==> config.mk <==
export PLATFORM = sky130hd
export DESIGN_NAME = spi_mode_cs_sck_control
export DESIGN_NICKNAME = d
export VERILOG_FILES = /design/src/core/spi_ctl_pkg.sv /design/src/core/spi_mode_cs_sck_control.sv /design/src/core/spi_tx_fifo.sv
export SDC_FILE = /design/constraint.sdc
export NUM_CORES = 1
export LEC_CHECK = 0
export BUFFER_PORTS_ARGS = -buffer_cell sky130_fd_sc_hd__buf_2
export CAP_MARGIN = 20
export CORE_UTILIZATION = 30
export DETAILED_ROUTE_END_ITERATION = 8
export PLACE_DENSITY = 0.55
export SLEW_MARGIN = 20
export SYNTH_ARGS = -nofsm -noshare
export SYNTH_HDL_FRONTEND = slang
export SYNTH_SLANG_ARGS = --single-unit
==> constraint.sdc <==
create_clock -name ref_clk_i -period 4.2 [get_ports ref_clk_i]
set_input_delay 0.42 -clock ref_clk_i [delete_from_list [all_inputs] [get_ports ref_clk_i]]
set_output_delay 0.42 -clock ref_clk_i [all_outputs]
set_load 0.05 [all_outputs]
==> src/core/spi_ctl_pkg.sv <==
package spi_ctl_pkg;

  // -----------------------------------------------------------------
  // widths
  // -----------------------------------------------------------------
  localparam int FRAME_W = 16;
  localparam int DIV_W = 4;
  localparam int HALF_W = 5;
  localparam int EDGE_W = 5;
  localparam int FIFO_W = 16;
  localparam int FIFO_DEPTH = 4;

  // -----------------------------------------------------------------
  // frame lengths as last clock edge index (two edges per bit)
  // -----------------------------------------------------------------
  localparam logic [EDGE_W-1:0] LAST_EDGE_8 = 5'h0F;
  localparam logic [EDGE_W-1:0] LAST_EDGE_16 = 5'h1F;
  localparam logic [EDGE_W-1:0] FIRST_EDGE = 5'h00;

  // -----------------------------------------------------------------
  // bit positions of the two frame sizes
  // -----------------------------------------------------------------
  localparam int MSB_8 = 7;
  localparam int MSB_16 = 15;

  // -----------------------------------------------------------------
  // reset values
  // -----------------------------------------------------------------
  localparam logic [FRAME_W-1:0] DATA_RST = 16'h0000;
  localparam logic [HALF_W-1:0] DIV_RST = 5'h00;
  localparam logic CS_DRIVE_LVL = 1'h0;  // level driven on chip select
  localparam logic TX_EMPTY_RST = 1'h1;

  // -----------------------------------------------------------------
  // shifter states, gray along idle -> shift -> hold
  // -----------------------------------------------------------------
  typedef enum logic [1:0] {
    ST_IDLE = 2'h0,
    ST_SHIFT = 2'h1,
    ST_HOLD = 2'h3
  } shift_state_t;

endpackage : spi_ctl_pkg

==> src/core/spi_mode_cs_sck_control.sv <==
// Contract
// - both select bits clear: full duplex
// - receive-only: master uses miso, slave mosi
// - single-line: master on mosi, slave on miso
// - single-line direction one transmits, zero receives
// - master hardware select output drives low
// - master select input low with select output off: fault, fall to slave
// - fault blocks enable/master; status then write clears
// - master soft select level zero: fault
// - hardware-selected slave works only while pin low
// - soft-selected slave uses level bit, zero selects
// - master drives serial clock, slave receives it
// - clock divided by field plus extended bit
// - master receive-only clocks while enabled
// - 8/16 bit frames, order, polarity, phase
// - busy, empty, full and error flags
`timescale 1ns/1ps
`default_nettype none

module spi_mode_cs_sck_control (
  // clock and reset
  input wire logic ref_clk_i,
  input wire logic rst_i,
  // control register one writes and status accesses
  input wire logic ctrl_write_i,
  input wire logic ctrl_enable_i,
  input wire logic ctrl_master_i,
  input wire logic status_access_i,
  // configuration levels
  input wire logic single_line_enable_i,
  input wire logic receive_only_select_i,
  input wire logic single_line_direction_i,
  input wire logic hw_select_output_enable_i,
  input wire logic soft_select_enable_i,
  input wire logic soft_select_level_i,
  input wire logic error_interrupt_enable_i,
  input wire logic clock_idle_polarity_i,
  input wire logic clock_sample_phase_i,
  input wire logic [spi_ctl_pkg::DIV_W-1:0] master_clock_divider_i,
  input wire logic extended_divider_enable_i,
  input wire logic frame_16bit_i,
  input wire logic lsb_first_i,
  // transmit data stream
  input wire logic tx_valid_i,
  input wire logic [spi_ctl_pkg::FRAME_W-1:0] tx_data_i,
  output logic tx_ready_o,
  // receive data and flag clears
  input wire logic rx_read_i,
  input wire logic overflow_clear_i,
  output logic [spi_ctl_pkg::FRAME_W-1:0] rx_data_o,
  // status
  output logic interface_enable_o,
  output logic master_select_o,
  output logic mode_fault_flag_o,
  output logic rx_buffer_full_flag_o,
  output logic rx_overflow_flag_o,
  output logic tx_buffer_empty_flag_o,
  output logic busy_flag_o,
  output logic error_irq_o,
  // serial pins
  input wire logic sck_i,
  output logic sck_o,
  output logic sck_oe_o,
  input wire logic mosi_i,
  output logic mosi_o,
  output logic mosi_oe_o,
  input wire logic miso_i,
  output logic miso_o,
  output logic miso_oe_o,
  input wire logic cs_i,
  output logic cs_o,
  output logic cs_oe_o
);

  typedef struct packed {
    spi_ctl_pkg::shift_state_t state;
    logic enable;
    logic master;
    logic fault;
    logic fault_armed;
    logic [spi_ctl_pkg::HALF_W-1:0] div_cnt;
    logic [spi_ctl_pkg::EDGE_W-1:0] edge_cnt;
    logic [spi_ctl_pkg::FRAME_W-1:0] tx_sr;
    logic [spi_ctl_pkg::FRAME_W-1:0] rx_sr;
    logic [spi_ctl_pkg::FRAME_W-1:0] rx_data;
    logic sck_s1, sck_s2, sck_s3;
    logic cs_s1, cs_s2;
    logic mosi_s1, mosi_s2;
    logic miso_s1, miso_s2;
    logic sck, sck_oe, mosi, mosi_oe, miso, miso_oe, cs, cs_oe;
    logic rx_full, overflow, tx_empty, busy, err_irq;
  } ctl_state_t;

  ctl_state_t st_ff;
  ctl_state_t nxt_st;

  logic fifo_take;
  logic fifo_valid;
  logic [spi_ctl_pkg::FRAME_W-1:0] fifo_data;

  // -----------------------------------------------------------------
  // helpers
  // -----------------------------------------------------------------
  // bit presented on the data line
  function automatic logic out_bit(input logic [15:0] sr, input logic f16, input logic lsb);
    if (lsb) begin
      out_bit = sr[0];
    end else begin
      out_bit = f16 ? sr[spi_ctl_pkg::MSB_16] : sr[spi_ctl_pkg::MSB_8];
    end
  endfunction : out_bit

  // advance the transmit shifter by one bit
  function automatic logic [15:0] shift_out(input logic [15:0] sr, input logic lsb);
    shift_out = lsb ? {1'b0, sr[15:1]} : {sr[14:0], 1'b0};
  endfunction : shift_out

  // collect one received bit in frame order
  function automatic logic [15:0] shift_in(input logic [15:0] sr, input logic b,
                                           input logic f16, input logic lsb);
    if (!lsb) begin
      shift_in = {sr[14:0], b};
    end else if (f16) begin
      shift_in = {b, sr[15:1]};
    end else begin
      shift_in = {8'h00, b, sr[7:1]};
    end
  endfunction : shift_in

  // -----------------------------------------------------------------
  // transmit buffer
  // -----------------------------------------------------------------
  spi_tx_fifo #(
    .WIDTH(spi_ctl_pkg::FIFO_W),
    .DEPTH(spi_ctl_pkg::FIFO_DEPTH)
  ) u_tx_fifo (
    .ref_clk_i(ref_clk_i),
    .rst_i(rst_i),
    .in_valid_i(tx_valid_i),
    .in_data_i(tx_data_i),
    .in_ready_o(tx_ready_o),
    .out_ready_i(fifo_take),
    .out_valid_o(fifo_valid),
    .out_data_o(fifo_data)
  );

  // -----------------------------------------------------------------
  // next state
  // -----------------------------------------------------------------
  always_comb begin
    logic bidir, tx_cap, rx_cap, rx_only;
    logic selected, slave_act, fault_hit, tick, step, sample, rx_bit;
    logic [spi_ctl_pkg::EDGE_W-1:0] last_edge;
    logic [spi_ctl_pkg::HALF_W-1:0] half;
    logic [spi_ctl_pkg::FRAME_W-1:0] rx_new;
    bidir = single_line_enable_i;
    tx_cap = bidir ? single_line_direction_i : !receive_only_select_i;
    rx_cap = !bidir || !single_line_direction_i;
    rx_only = !tx_cap;
    selected = soft_select_enable_i ? !soft_select_level_i : !st_ff.cs_s2;
    slave_act = st_ff.enable && !st_ff.master && selected;
    fault_hit = st_ff.master && (soft_select_enable_i ? !soft_select_level_i
                : (!hw_select_output_enable_i && !st_ff.cs_s2));
    half = {extended_divider_enable_i, master_clock_divider_i};
    tick = (st_ff.div_cnt == half);
    last_edge = frame_16bit_i ? spi_ctl_pkg::LAST_EDGE_16 : spi_ctl_pkg::LAST_EDGE_8;
    step = st_ff.master ? tick : (st_ff.sck_s2 ^ st_ff.sck_s3);
    sample = (st_ff.edge_cnt[0] == clock_sample_phase_i);
    rx_bit = (st_ff.master ^ bidir) ? st_ff.miso_s2 : st_ff.mosi_s2;
    rx_new = st_ff.rx_sr;
    fifo_take = 1'b0;
    nxt_st = st_ff;

    // pin synchronisers
    nxt_st.sck_s1 = sck_i;
    nxt_st.sck_s2 = st_ff.sck_s1;
    nxt_st.sck_s3 = st_ff.sck_s2;
    nxt_st.cs_s1 = cs_i;
    nxt_st.cs_s2 = st_ff.cs_s1;
    nxt_st.mosi_s1 = mosi_i;
    nxt_st.mosi_s2 = st_ff.mosi_s1;
    nxt_st.miso_s1 = miso_i;
    nxt_st.miso_s2 = st_ff.miso_s1;

    // clock divider, free running whenever the shifter is not idle
    nxt_st.div_cnt = (tick || st_ff.state == spi_ctl_pkg::ST_IDLE) ?
                     spi_ctl_pkg::DIV_RST : st_ff.div_cnt + 1'b1;

    // flag clears
    if (rx_read_i) begin
      nxt_st.rx_full = 1'b0;
    end
    if (overflow_clear_i) begin
      nxt_st.overflow = 1'b0;
    end

    // shifter sequencing
    unique case (st_ff.state)
      spi_ctl_pkg::ST_IDLE: begin
        if (st_ff.master && st_ff.enable && (rx_only || fifo_valid)) begin
          nxt_st.state = spi_ctl_pkg::ST_SHIFT;
        end else if (slave_act) begin
          nxt_st.state = spi_ctl_pkg::ST_SHIFT;
        end
        if (nxt_st.state == spi_ctl_pkg::ST_SHIFT) begin
          fifo_take = tx_cap && fifo_valid;
          nxt_st.tx_sr = fifo_take ? fifo_data : spi_ctl_pkg::DATA_RST;
          nxt_st.rx_sr = spi_ctl_pkg::DATA_RST;
          nxt_st.edge_cnt = spi_ctl_pkg::FIRST_EDGE;
        end
      end
      spi_ctl_pkg::ST_SHIFT: begin
        if (!st_ff.master && !slave_act) begin
          nxt_st.state = spi_ctl_pkg::ST_IDLE;
        end else if (step) begin
          if (sample) begin
            rx_new = shift_in(st_ff.rx_sr, rx_bit, frame_16bit_i, lsb_first_i);
            nxt_st.rx_sr = rx_new;
          end else if (st_ff.edge_cnt != spi_ctl_pkg::FIRST_EDGE) begin
            nxt_st.tx_sr = shift_out(st_ff.tx_sr, lsb_first_i);
          end
          if (st_ff.master) begin
            nxt_st.sck = !st_ff.sck;
          end
          if (st_ff.edge_cnt == last_edge) begin
            nxt_st.state = st_ff.master ? spi_ctl_pkg::ST_HOLD : spi_ctl_pkg::ST_IDLE;
            if (rx_cap) begin
              nxt_st.rx_data = rx_new;
              nxt_st.overflow = nxt_st.overflow || st_ff.rx_full;
              nxt_st.rx_full = 1'b1;
            end
          end else begin
            nxt_st.edge_cnt = st_ff.edge_cnt + 1'b1;
          end
        end
      end
      spi_ctl_pkg::ST_HOLD: begin
        if (tick) begin
          nxt_st.state = spi_ctl_pkg::ST_IDLE;
        end
      end
      default: begin
        nxt_st.state = spi_ctl_pkg::ST_IDLE;
      end
    endcase

    // idle serial clock level
    if (st_ff.state != spi_ctl_pkg::ST_SHIFT) begin
      nxt_st.sck = clock_idle_polarity_i;
    end

    // control register one write and fault clear sequence
    if (ctrl_write_i) begin
      nxt_st.enable = ctrl_enable_i && !st_ff.fault;
      nxt_st.master = ctrl_master_i && !st_ff.fault;
      if (st_ff.fault_armed) begin
        nxt_st.fault = 1'b0;
        nxt_st.fault_armed = 1'b0;
      end
    end
    if (status_access_i && st_ff.fault) begin
      nxt_st.fault_armed = 1'b1;
    end

    // mode fault: drop to slave, disabled; set beats clear
    if (fault_hit) begin
      nxt_st.fault = 1'b1;
      nxt_st.fault_armed = 1'b0;
      nxt_st.enable = 1'b0;
      nxt_st.master = 1'b0;
      nxt_st.state = spi_ctl_pkg::ST_IDLE;
      fifo_take = 1'b0;
    end

    // pin drivers
    nxt_st.sck_oe = st_ff.master;
    nxt_st.mosi = out_bit(nxt_st.tx_sr, frame_16bit_i, lsb_first_i);
    nxt_st.miso = nxt_st.mosi;
    nxt_st.mosi_oe = st_ff.master && tx_cap
                     && (st_ff.enable || st_ff.state != spi_ctl_pkg::ST_IDLE);
    nxt_st.miso_oe = slave_act && tx_cap;
    nxt_st.cs = spi_ctl_pkg::CS_DRIVE_LVL;
    nxt_st.cs_oe = st_ff.master && hw_select_output_enable_i && !soft_select_enable_i
                   && (st_ff.enable || st_ff.state != spi_ctl_pkg::ST_IDLE);

    // status
    nxt_st.tx_empty = !fifo_valid;
    nxt_st.busy = (nxt_st.state != spi_ctl_pkg::ST_IDLE);
    nxt_st.err_irq = error_interrupt_enable_i && (nxt_st.fault || nxt_st.overflow);
  end

  // -----------------------------------------------------------------
  // state register
  // -----------------------------------------------------------------
  always_ff @(posedge ref_clk_i) begin
    if (rst_i) begin
      st_ff <= '0;
      st_ff.cs_s1 <= 1'b1;
      st_ff.cs_s2 <= 1'b1;
      st_ff.tx_empty <= spi_ctl_pkg::TX_EMPTY_RST;
    end else begin
      st_ff <= nxt_st;
    end
  end

  // outputs straight from the state register
  assign rx_data_o = st_ff.rx_data;
  assign interface_enable_o = st_ff.enable;
  assign master_select_o = st_ff.master;
  assign mode_fault_flag_o = st_ff.fault;
  assign rx_buffer_full_flag_o = st_ff.rx_full;
  assign rx_overflow_flag_o = st_ff.overflow;
  assign tx_buffer_empty_flag_o = st_ff.tx_empty;
  assign busy_flag_o = st_ff.busy;
  assign error_irq_o = st_ff.err_irq;
  assign sck_o = st_ff.sck;
  assign sck_oe_o = st_ff.sck_oe;
  assign mosi_o = st_ff.mosi;
  assign mosi_oe_o = st_ff.mosi_oe;
  assign miso_o = st_ff.miso;
  assign miso_oe_o = st_ff.miso_oe;
  assign cs_o = st_ff.cs;
  assign cs_oe_o = st_ff.cs_oe;

  // -----------------------------------------------------------------
  // checks
  // -----------------------------------------------------------------
  a_duplex_drives_mosi: assert property (@(posedge ref_clk_i) disable iff (rst_i)
    st_ff.master && st_ff.enable && !single_line_enable_i && !receive_only_select_i
    |=> mosi_oe_o && !miso_oe_o) else $error("full duplex master not driving mosi");
  a_rxonly_releases_mosi: assert property (@(posedge ref_clk_i) disable iff (rst_i)
    !single_line_enable_i && receive_only_select_i |=> !mosi_oe_o && !miso_oe_o)
    else $error("receive-only still drives a data line");
  a_bidir_master_miso: assert property (@(posedge ref_clk_i) disable iff (rst_i)
    st_ff.master |=> !miso_oe_o) else $error("master drives miso");
  a_bidir_rx_quiet: assert property (@(posedge ref_clk_i) disable iff (rst_i)
    single_line_enable_i && !single_line_direction_i |=> !mosi_oe_o && !miso_oe_o)
    else $error("single-line receive drives a line");
  a_hw_select_low: assert property (@(posedge ref_clk_i) disable iff (rst_i)
    st_ff.master && st_ff.enable && hw_select_output_enable_i && !soft_select_enable_i
    |=> cs_oe_o && !cs_o) else $error("chip select not driven low");
  a_fault_drops_mode: assert property (@(posedge ref_clk_i) disable iff (rst_i)
    st_ff.master && !soft_select_enable_i && !hw_select_output_enable_i && !st_ff.cs_s2
    |=> mode_fault_flag_o && !interface_enable_o && !master_select_o ##1 !sck_oe_o)
    else $error("select input low did not fault");
  a_fault_blocks_set: assert property (@(posedge ref_clk_i) disable iff (rst_i)
    st_ff.fault && ctrl_write_i && (ctrl_enable_i || ctrl_master_i)
    |=> !interface_enable_o && !master_select_o) else $error("set accepted under fault");
  a_soft_select_fault: assert property (@(posedge ref_clk_i) disable iff (rst_i)
    st_ff.master && soft_select_enable_i && !soft_select_level_i |=> st_ff.fault)
    else $error("soft select zero did not fault");
  a_slave_deselect: assert property (@(posedge ref_clk_i) disable iff (rst_i)
    !st_ff.master && !soft_select_enable_i && st_ff.cs_s2 |=> !miso_oe_o && !busy_flag_o)
    else $error("deselected slave active");
  a_rxonly_starts: assert property (@(posedge ref_clk_i) disable iff (rst_i)
    st_ff.master && st_ff.enable && st_ff.state == spi_ctl_pkg::ST_IDLE
    && !single_line_enable_i && receive_only_select_i && !soft_select_enable_i
    && hw_select_output_enable_i |=> st_ff.state == spi_ctl_pkg::ST_SHIFT)
    else $error("receive-only master clock did not start");
  a_sck_idle_level: assert property (@(posedge ref_clk_i) disable iff (rst_i)
    st_ff.state != spi_ctl_pkg::ST_SHIFT |=> sck_o == $past(clock_idle_polarity_i))
    else $error("serial clock not at idle level");

endmodule : spi_mode_cs_sck_control

`default_nettype wire

==> src/core/spi_tx_fifo.sv <==
`timescale 1ns/1ps
`default_nettype none

module spi_tx_fifo #(
  parameter int WIDTH = 16,
  parameter int DEPTH = 4
) (
  // clock and reset
  input wire logic ref_clk_i,
  input wire logic rst_i,
  // filling side
  input wire logic in_valid_i,
  input wire logic [WIDTH-1:0] in_data_i,
  output logic in_ready_o,
  // draining side
  input wire logic out_ready_i,
  output logic out_valid_o,
  output logic [WIDTH-1:0] out_data_o
);

  localparam int PTR_W = (DEPTH > 1) ? $clog2(DEPTH) : 1;
  localparam int CNT_W = $clog2(DEPTH + 1);
  localparam logic [CNT_W-1:0] CNT_FULL = CNT_W'(DEPTH);
  localparam logic [PTR_W-1:0] PTR_LAST = PTR_W'(DEPTH - 1);

  typedef struct packed {
    logic [DEPTH-1:0][WIDTH-1:0] mem;
    logic [PTR_W-1:0] wr_ptr;
    logic [PTR_W-1:0] rd_ptr;
    logic [CNT_W-1:0] count;
    logic in_rdy;
    logic out_vld;
  } fifo_state_t;

  fifo_state_t st_ff;
  fifo_state_t nxt_st;

  // -----------------------------------------------------------------
  // pointer and occupancy update
  // -----------------------------------------------------------------
  always_comb begin
    logic push;
    logic pop;
    push = in_valid_i && st_ff.in_rdy;
    pop = out_ready_i && st_ff.out_vld;
    nxt_st = st_ff;
    if (push) begin
      nxt_st.mem[st_ff.wr_ptr] = in_data_i;
      nxt_st.wr_ptr = (st_ff.wr_ptr == PTR_LAST) ? '0 : st_ff.wr_ptr + 1'b1;
    end
    if (pop) begin
      nxt_st.rd_ptr = (st_ff.rd_ptr == PTR_LAST) ? '0 : st_ff.rd_ptr + 1'b1;
    end
    if (push && !pop) begin
      nxt_st.count = st_ff.count + 1'b1;
    end else if (pop && !push) begin
      nxt_st.count = st_ff.count - 1'b1;
    end
    nxt_st.in_rdy = (nxt_st.count != CNT_FULL);  // honest full
    nxt_st.out_vld = (nxt_st.count != '0);        // honest empty
  end

  // -----------------------------------------------------------------
  // state register
  // -----------------------------------------------------------------
  always_ff @(posedge ref_clk_i) begin
    if (rst_i) begin
      st_ff <= '0;
      st_ff.in_rdy <= 1'b1;
    end else begin
      st_ff <= nxt_st;
    end
  end

  assign in_ready_o = st_ff.in_rdy;
  assign out_valid_o = st_ff.out_vld;
  assign out_data_o = st_ff.mem[st_ff.rd_ptr];

endmodule : spi_tx_fifo

`default_nettype wire

# == Yosys cells after proc, flatten, opt, wreduce, memory -nomap -nowiden ==
# Cells that the tools add are included.
# word_totals
elab_cells,190
ff_bits,158
inputBits,45
out_inout_bits,33
# op_classes
n_lt_le_gt_ge,3
mux,59
reduce_logical,61
n_eq_ne,17
bitwise,3
add_sub_neg,6
# ops
cell,count
16-bit two-way mux,11
53-bit two-way mux,2
37-bit one-hot mux with 2 select lines,1
64-bit bitwise mux,1
37-bit two-way mux,1
16-bit binary-select mux with 2-bit select,1
16-bit demux with 2-bit select,1
2-bit two-way mux,16
1-bit logical AND,23
1-bit two-way mux,18
1-bit logical NOT,15
2-bit nonzero test,7
"5-bit by 1-bit adder with 5-bit output, second input constant",2
5-bit == test,2
5-bit two-way mux,2
"2-bit inequality test, second input constant",5
5-bit AND reduction,2
4-bit AND reduction,2
"2-bit == test, second input constant",3
1-bit logical OR,6
"2-bit by 3-bit less-than comparator with 1-bit output, second input constant",2
3-bit two-way mux,2
6-bit two-way mux,1
"2-bit by 1-bit inequality test with 1-bit output, second input constant",3
other kinds (16),20

# == Logic depth before layout (Yosys ltp) ==
# Gate-level depths: netlist (run 1).
# logic_depth
ltp_word,16
depth_mapped,9

# == By module ==
# From an unflattened synthesis (run 1), not the netlist that was laid out.
# unflattened
cells_unflattened,813
area_unflattened_um2,7085.5
# by_module_without_submodules
mod,area_per_inst_um2,seq_area_each_um2,instances,cells_each
spi_mode_cs_sck_control,3953.8,1681.6,1,451
spi_tx_fifo,3131.8,1461.4,1,362

# == Worst setup path after synthesis (run 1) ==
# Ideal clock, no wire load.
# synth_timing
path_kind,flip-flop to flip-flop
from,"reg st_ff, in the netlist interface_enable_o"
to,"reg u_tx_fifo.st_ff, in the netlist u_tx_fifo.in_ready_o"
setup_time_ns,0.127
setup_slack_ns,1.836
t_required_ns,4.073
path_buffers,1
t_arrival_ns,2.237
stages_incl_launch_ff,8
cell_sequence,dfxtp_1 nor4bb_1 o221ai_1 buf_2 or3_4 mux2i_1 a32o_1 or3b_1
# synth_between
elab_chain_cells,14
word_cells_on_any_way,18
cone_classes,2 x eq/ne; 8 x mux; 8 x reduce/logical
# synth_rtl
item,line_no,rtl
from (decl),spi_mode_cs_sck_control.sv:94,ctl_state_t st_ff;
from (signal assigned),spi_mode_cs_sck_control.sv:302,st_ff <= nxt_st;
1-bit logical AND (2 in a row),spi_mode_cs_sck_control.sv:161,slave_act = st_ff.enable && !st_ff.master && selected;
2-bit two-way mux,spi_mode_cs_sck_control.sv:202,end else if (slave_act) begin
2-bit two-way mux (*),spi_mode_cs_sck_control.sv:200,if (st_ff.master && st_ff.enable && (rx_only || fifo_valid)) begin
2-bit two-way mux (*),spi_mode_cs_sck_control.sv:198,unique case (st_ff.state)
2-bit by 1-bit == test with 1-bit output (*),spi_mode_cs_sck_control.sv:205,if (nxt_st.state == spi_ctl_pkg::ST_SHIFT) begin
1-bit two-way mux (*),spi_mode_cs_sck_control.sv:205,
1-bit two-way mux (*),spi_mode_cs_sck_control.sv:198,
1-bit two-way mux (*),spi_mode_cs_sck_control.sv:266,if (fault_hit) begin
1-bit logical AND (*),spi_tx_fifo.sv:45,pop = out_ready_i && st_ff.out_vld;
1-bit logical AND or 1-bit logical NOT (tied branches),"spi_tx_fifo.sv:56, spi_tx_fifo.sv:54",
3-bit two-way mux or 1-bit logical AND (tied branches),"spi_tx_fifo.sv:56, spi_tx_fifo.sv:54",
3-bit two-way mux (*),spi_tx_fifo.sv:54,if (push && !pop) begin
3-bit inequality test (*),spi_tx_fifo.sv:59,nxt_st.in_rdy = (nxt_st.count != CNT_FULL);
to (signal assigned),spi_tx_fifo.sv:71,st_ff <= nxt_st;
to (decl),spi_tx_fifo.sv:35,fifo_state_t st_ff;
# Mark *: on every way between the ends. The rest lies on a longest branch, timed or not. The select of a mux whose other input is x is not followed.
# A chain may end at the register's enable or synchronous reset.

# == Worst setup path in the final report (run 1) ==
# layout_timing
from,reg st_ff[84] in the netlist's numbering
to,"reg st_ff, in the netlist error_irq_o"
# layout_between
elab_chain_cells,4
# layout_rtl
item,line_no,rtl
2-bit by 1-bit == test with 1-bit output,spi_mode_cs_sck_control.sv:198,
2-bit two-way mux,spi_mode_cs_sck_control.sv:198,
1-bit logical OR,spi_mode_cs_sck_control.sv:289,nxt_st.err_irq = error_interrupt_enable_i && (nxt_st.fault || nxt_st.overflow);
1-bit logical AND,spi_mode_cs_sck_control.sv:289,
# Every way passes these cells.

==> results of run 1 <==
report_power, final:
group | total [W] | internal [W] | leakage [nW] | switching, W
combinational | 0.000240 | 0.0000828 | 1.40 | 0.000158
sequential | 0.00155 | 0.00152 | 1.27 | 0.0000231
clock | 0.00164 | 0.000961 | 0.307 | 0.000682
total | 0.00343 | 0.00257 | 2.98 | 0.000863
worst max-delay path, stage by stage, from the launching register on:
cell and delay, ps:
dfxtp_1 440, nor2b_1 380, nand4_1 240, o32ai_4 300
buf_4 320, and3_1 600, a21oi_1 200, a21oi_1 170
routing by layer:
layer  vias up  global-route usage
li1       2945                   -
met1      2710               0.200
met2        89               0.238
met3        11              0.0347
met4         0              0.0448
met5         -                   0
layout by cell type, fill, tap and decap left out, types with 13 or more instances in the layout:
cell type	instances
inv_1	30
nor2b_1	15
a22oi_1	20
buf_2	75
o22a_1	13
nor2_1	49
mux4_2	16
o21ai_0	33
clkbuf_16	17
dfxtp_1	157
a21oi_1	117
nand2_1	198
mux2i_1	23
kinds of logic (layout without fill, tap and decap cells):
group | after synthesis | count (layout)
compound gates | 212 | 212
xor+xnor | 14 | 14
fa+ha+maj | 10 | 10
buf+inv | 105 | 145
flops | 157 | 157
mux | 41 | 41
other cells | 1 | 1
simple gates | 310 | 310
worst max-delay path by stage:
stage / slack (ps) / end / cells after the start / startpoint
floorplan: 1840 / u_tx_fifo.in_ready_o / 7 / interface_enable_o
global placement: 1370 / rx_data_o[0] / 8 / soft_select_enable_i
detailed placement: 1280 / error_irq_o / 8 / soft_select_enable_i
CTS: 1430 / error_irq_o / 7 / st_ff[84]
global route: 1170 / rx_data_o[10] / 7 / st_ff[84]
finish: 1480 / error_irq_o / 7 / st_ff[84]
layout make-up:
class	instances	area [µm²]	share of cell area
Tap cell	313	392	0.0479
Sequential cell	157	3140	0.384
Clock buffer	17	425	0.0520
Clock inverter	15	200	0.0245
Inverter	31	116	0.0142
Multi-Input combinational cell	588	3480	0.425
Timing Repair Buffer	82	428	0.0523
through the flow:
step / std cells / utilization / power, W
2_1_floorplan: 850 / - / 0.00174
3_3_place_gp: 1171 / 0.330 / 0.00182
3_5_place_dp: 1171 / 0.330 / 0.00182
4_1_cts: 1203 / 0.357 / 0.00347
5_1_grt: 1203 / 0.357 / 0.00356
6_report: 1203 / 0.357 / 0.00343
sequential cells by signal, indices dropped and copies added (netlist names):
register and flops:
busy_flag_o 1, st_ff 49, cs_oe_o 1, mosi_oe_o 1, sck_oe_o 1, rx_overflow_flag_o 1
nxt_st 5, u_tx_fifo.out_valid_o 1, master_select_o 1, tx_buffer_empty_flag_o 1, u_tx_fifo.in_ready_o 1, miso_oe_o 1
miso_o 1, u_tx_fifo.st_ff 71, rx_buffer_full_flag_o 1, mode_fault_flag_o 1, sck_o 1, error_irq_o 1
interface_enable_o 1, rx_data_o 16
==> reports/metrics.csv, run 1 <==
metric,value,unit
status,completed,
largest area contributor in the netlist,dfxtp_1,
starting density of the core,0.309,
drt wl/cell,14.5,µm
DP Area,7560,µm²
Fillers,2424,
largest family of logic cells by synthesized area,simple AND/OR/NAND/NOR gates,
Final Hold Vio Count,0,
endpoints failing setup,0,
RSZ-0062 raised after global routing,no,
Fin Clk Skew,12.3,ps
drt via density,4.78,
Critical Path Start Type,flop,
launch point of the worst reg-to-reg path,st_ff[84],
first-pass GRT wire length,28500,µm
synth-to-layout area growth,15.5,%
P_leak,2.98,nW
Diodes inserted,0,
Rel. slew slack,0.352,
Worst Hold Path Cells,2,
Peak VDD IR,294,µV
placer congestion estimate,0.752,
drt total wl,17500,µm
r2r endpoint,error_irq_o,
met1 WL,8550,µm
proportion of synthesized area in mux cells,0.0869,
Starting DRT DRC Count,379,
GRT Util Overall,0.149,
Syn Inst Count,850,
worst path arrival time,3070,ps
Hold Path End,nxt_st[17],
Synth top area share,0.444,
cts-stage hold buffer count,0,
pre-CTS setup slack,1280,ps
clk_lat worst skew,430,ps
fmax,368,MHz
nets,932,
detailed-route DRC error count,0,
Syn Area/Cell,8.33,µm²
XOR/XNOR share of the synthesized area,0.0173,
antenna violations before repair,0,
met3 wire len,620,µm
period utilization,0.647,
global route overflow,0,
Mapped Nets,905,
top_reg_cell synth,dfxtp_1,
DR top layer,met4,
num rows,55,
Worst Setup Path Type,reg2reg,
Final Hold Slack,173,ps
Ports,78,
DR vias,5755,
Hold Path Class,in2reg,
CP Data Required Time,4560,ps
Setup WS post-layout,1480,ps
Die H,156,µm
CTS tree,built,
H-tree depth,4,
Post-synth EDFFs,0,
Final Instance Area,8180,µm²
Critical Path Fanout Max,19,
core area,22900,µm²
Max-Cap Viols,0,
Synth Cell Area,7080,µm²
R2R depth,7,
largest cells by area after synthesis,"dfxtp_1, nand2_1, a21oi_1",
hold_sp,cs_i,
Setup crit end kind,flop,
Synth async-reset ratio,0,
post-synthesis simple-gate area fraction,0.187,
post-CTS sizing,0,
die width,156,µm
share of layout cells above drive strength 1,0.157,
post-DP HPWL,11400,µm
PD cells,419,nW/µm²
clock root buffer,clkbuf_16,
buffers added on ports,76,
vias in the first global route,5382,
1st-pass router iterations,4,
Pins Over Slew Limit,0,
fraction of the mapped netlist area in compound gates,0.180,
post-synthesis sequential area ratio,0.444,
deepest clock path buffer count,2,
CTS sink cnt,157,
Tmin final,2720,ps
largest net degree at the start of global routing,72,
Worst Tran Pin Value,971,ps
TNS Setup,0,ps
die area,24200,µm²
synthesized-area fraction occupied by adder cells,0.0177,
#FFs+latches synth,157,
WL met2,8140,µm
postcts setup bufs,0,
clk slew on worst S/H paths,70,ps
"Distinct cells, synth",56,
most common cell in the netlist,nand2_1,
worst reg2reg setup slack,1480,ps
most instantiated cells after synthesis,"nand2_1, dfxtp_1, a21oi_1",
ANT nets after route,0,
Inserted Clock Buffers,17,
Ys Warns,0,
Power figures use the tool's default switching activity.
==> run 2: changes to the inputs <==
Clock period 4.2 ns to 2.5 ns, I/O delays scaled along.
==> reports/metrics.csv, run 2 (synthesized netlist as in run 1, its figures left out) <==
metric,value,unit,change
total power,0.00600,W,was 0.00343 W
TNS Setup,0,ps,unchanged
RSZ-0062 raised after global routing,no,,unchanged
Critical Path Start Type,flop,,unchanged
core area,22900,µm²,unchanged
GRT Util Overall,0.151,,was 0.149
num rows,55,,unchanged
1st-pass router iterations,5,,was 4
Worst Setup Path Type,reg2reg,,unchanged
Pint,0.00457,W,was 0.00257 W
CP max stage delay,430,ps,was 600 ps
hold_sp,sck_i,,was cs_i
placer congestion estimate,0.746,,was 0.752
die area,24200,µm²,unchanged
ANT nets after route,0,,unchanged
post-DP HPWL,11700,µm,"was 11,400 µm"
global route overflow,0,,unchanged
Fin Clk Skew,10.1,ps,was 12.3 ps
die width,156,µm,unchanged
Diodes inserted,0,,unchanged
Die H,156,µm,unchanged
clk_lat worst skew,430,ps,about the same
Ports,78,,unchanged
fmax,457,MHz,was 368 MHz
Sw Share,0.239,,was 0.252
antenna violations before repair,0,,unchanged
most frequent cells in the layout,"nand2_1, dfxtp_1, a21oi_1, buf_2, nor2_1",,unchanged
postcts setup bufs,0,,unchanged
starting density of the core,0.309,,unchanged
period utilization,0.876,,was 0.647
NetSw,0.00144,W,was 0.000863 W
Rel. slew slack,0.475,,was 0.352
crit-path cells,nor4bb_1 -> o221ai_1 -> or3_4 -> mux2i_1 -> a32o_1 -> or3b_1,,was nor2b_1 -> nand4_1 -> o32ai_4 -> buf_4 -> and3_1 -> a21oi_1 -> a21oi_1
critical path's top delay family,simple AND/OR/NAND/NOR gates,,unchanged
detailed-route DRC error count,0,,unchanged
nets,950,,was 932
Seq pwr share,0.433,,was 0.451
Hold Path Class,in2reg,,unchanged
Critical Path Fanout Max,7,,was 19
Inserted Clock Buffers,17,,unchanged
dpl cells,1188,,"was 1,171"
Tmin final,2190,ps,was 2720 ps
first-pass GRT wire length,28800,µm,"was 28,500 µm"
Worst Tran Pin Value,787,ps,was 971 ps
Peak VDD IR,448,µV,was 294 µV
worst path bufs/invs,0,,was 1
Biggest register,u_tx_fifo.st_ff,,unchanged
Largest register FFs,71,,unchanged
clock root buffer,clkbuf_16,,unchanged
Max-Cap Viols,0,,unchanged
Final Hold Vio Count,0,,unchanged
Setup crit end kind,flop,,unchanged
launch point of the worst reg-to-reg path,st_ff[84],,unchanged
CTS sink cnt,157,,unchanged
post-CTS sizing,0,,unchanged
Pins Over Slew Limit,0,,unchanged
Starting DRT DRC Count,389,,was 379
"Slowest-stage cell, CP",or3_4,,was and3_1
drt wl/cell,14.6,µm,was 14.5 µm
"most common cell after layout, fill and taps aside",nand2_1,,unchanged
clock power share,0.498,,was 0.479
drt via density,4.77,,was 4.78
P_leak,3.09,nW,was 2.98 nW
largest net degree at the start of global routing,59,,was 72
share of layout cells above drive strength 1,0.173,,was 0.157
DR vias,5830,,"was 5,755"
endpoints failing setup,0,,unchanged
Gate power share,0.069,,was 0.070
synth-to-layout area growth,18.2,%,was 15.5%
PD cells,717,nW/µm²,was 419 nW/µm²
H-tree depth,4,,unchanged
drt total wl,17800,µm,"was 17,500 µm"
buffers added on ports,76,,unchanged
Worst setup startpoint,st_ff[84],,unchanged
vias in the first global route,5569,,"was 5,382"
CTS tree,built,,unchanged
status,completed,,unchanged
clk slew on worst S/H paths,60,ps,was 70 ps
worst path arrival time,2490,ps,was 3070 ps
Non-Filler Instances,1221,,"was 1,203"
deepest clock path buffer count,2,,unchanged
CP Data Required Time,2800,ps,was 4560 ps
## run 2: cell types whose count changed in the layout (fill, tap and decap cells not counted)
cell | previous run | this run
buf_4 | 7 | 24
bufinv_16 | 3 | 5
clkbuf_8 | 0 | 2
inv_8 | 4 | 2
clkinv_2 | 1 | 0
clkinv_4 | 1 | 2
clkinvlp_4 | 1 | 0
dlygate4sd3_1 | 0 | 1
inv_6 | 5 | 4
## run 2: worst paths after layout
kind	slack, ps	end	cells after the start
max reg2reg	310	u_tx_fifo.in_ready_o	6
min	40	nxt_st[20]	2
max	310	u_tx_fifo.in_ready_o	6
min reg2reg	410	st_ff[17]	1
## run 2: area by class of cell
cell class                 count  area, µm²
clock buffer                  19        453
timing repair buffer         100        566
inverter                      31        116
sequential                   157       3140
fill                        2397      14500
multi-input combinational    588       3480
clock inverter                13        225
tap                          313        392
## run 2: power by group through the flow
stage	clock network (W)	registers, W	logic, W
after floorplan	0	0.00267	0.000256
after CTS	0.00306	0.00260	0.000420
after global placement	0	0.00265	0.000415
final	0.00299	0.00260	0.000415
after detailed placement	0	0.00265	0.000417
after global routing	0.00316	0.00260	0.000458
## run 2: timing repair
item | 4_1_cts | 5_1_grt
endpoints found under the setup margin | 0 | 0
hold buffers | 1 | 0
hold endpoints to repair | 1 | 0
## run 2: through the flow
stage / hold slack (ps) / util / area [µm²] / worst slack, ps
finish: 37.0 / 0.365 / 8370 / 310
global route: 28.0 / 0.365 / 8370 / 169
CTS: 24.2 / 0.365 / 8370 / 339
detailed placement: 392 / 0.335 / 7680 / 338
global placement: 380 / 0.335 / 7680 / 356
floorplan: 326 / - / 7080 / 136
## run 2: per-layer routing
layer	share of wire	track usage	up-vias	wire length (µm)
li1	-	-	2973	-
met1	0.47	0.196	2748	8380
met2	0.49	0.253	101	8660
met3	0.035	0.0314	8	618
met4	0.0078	0.0406	0	138
met5	0	0	-	0
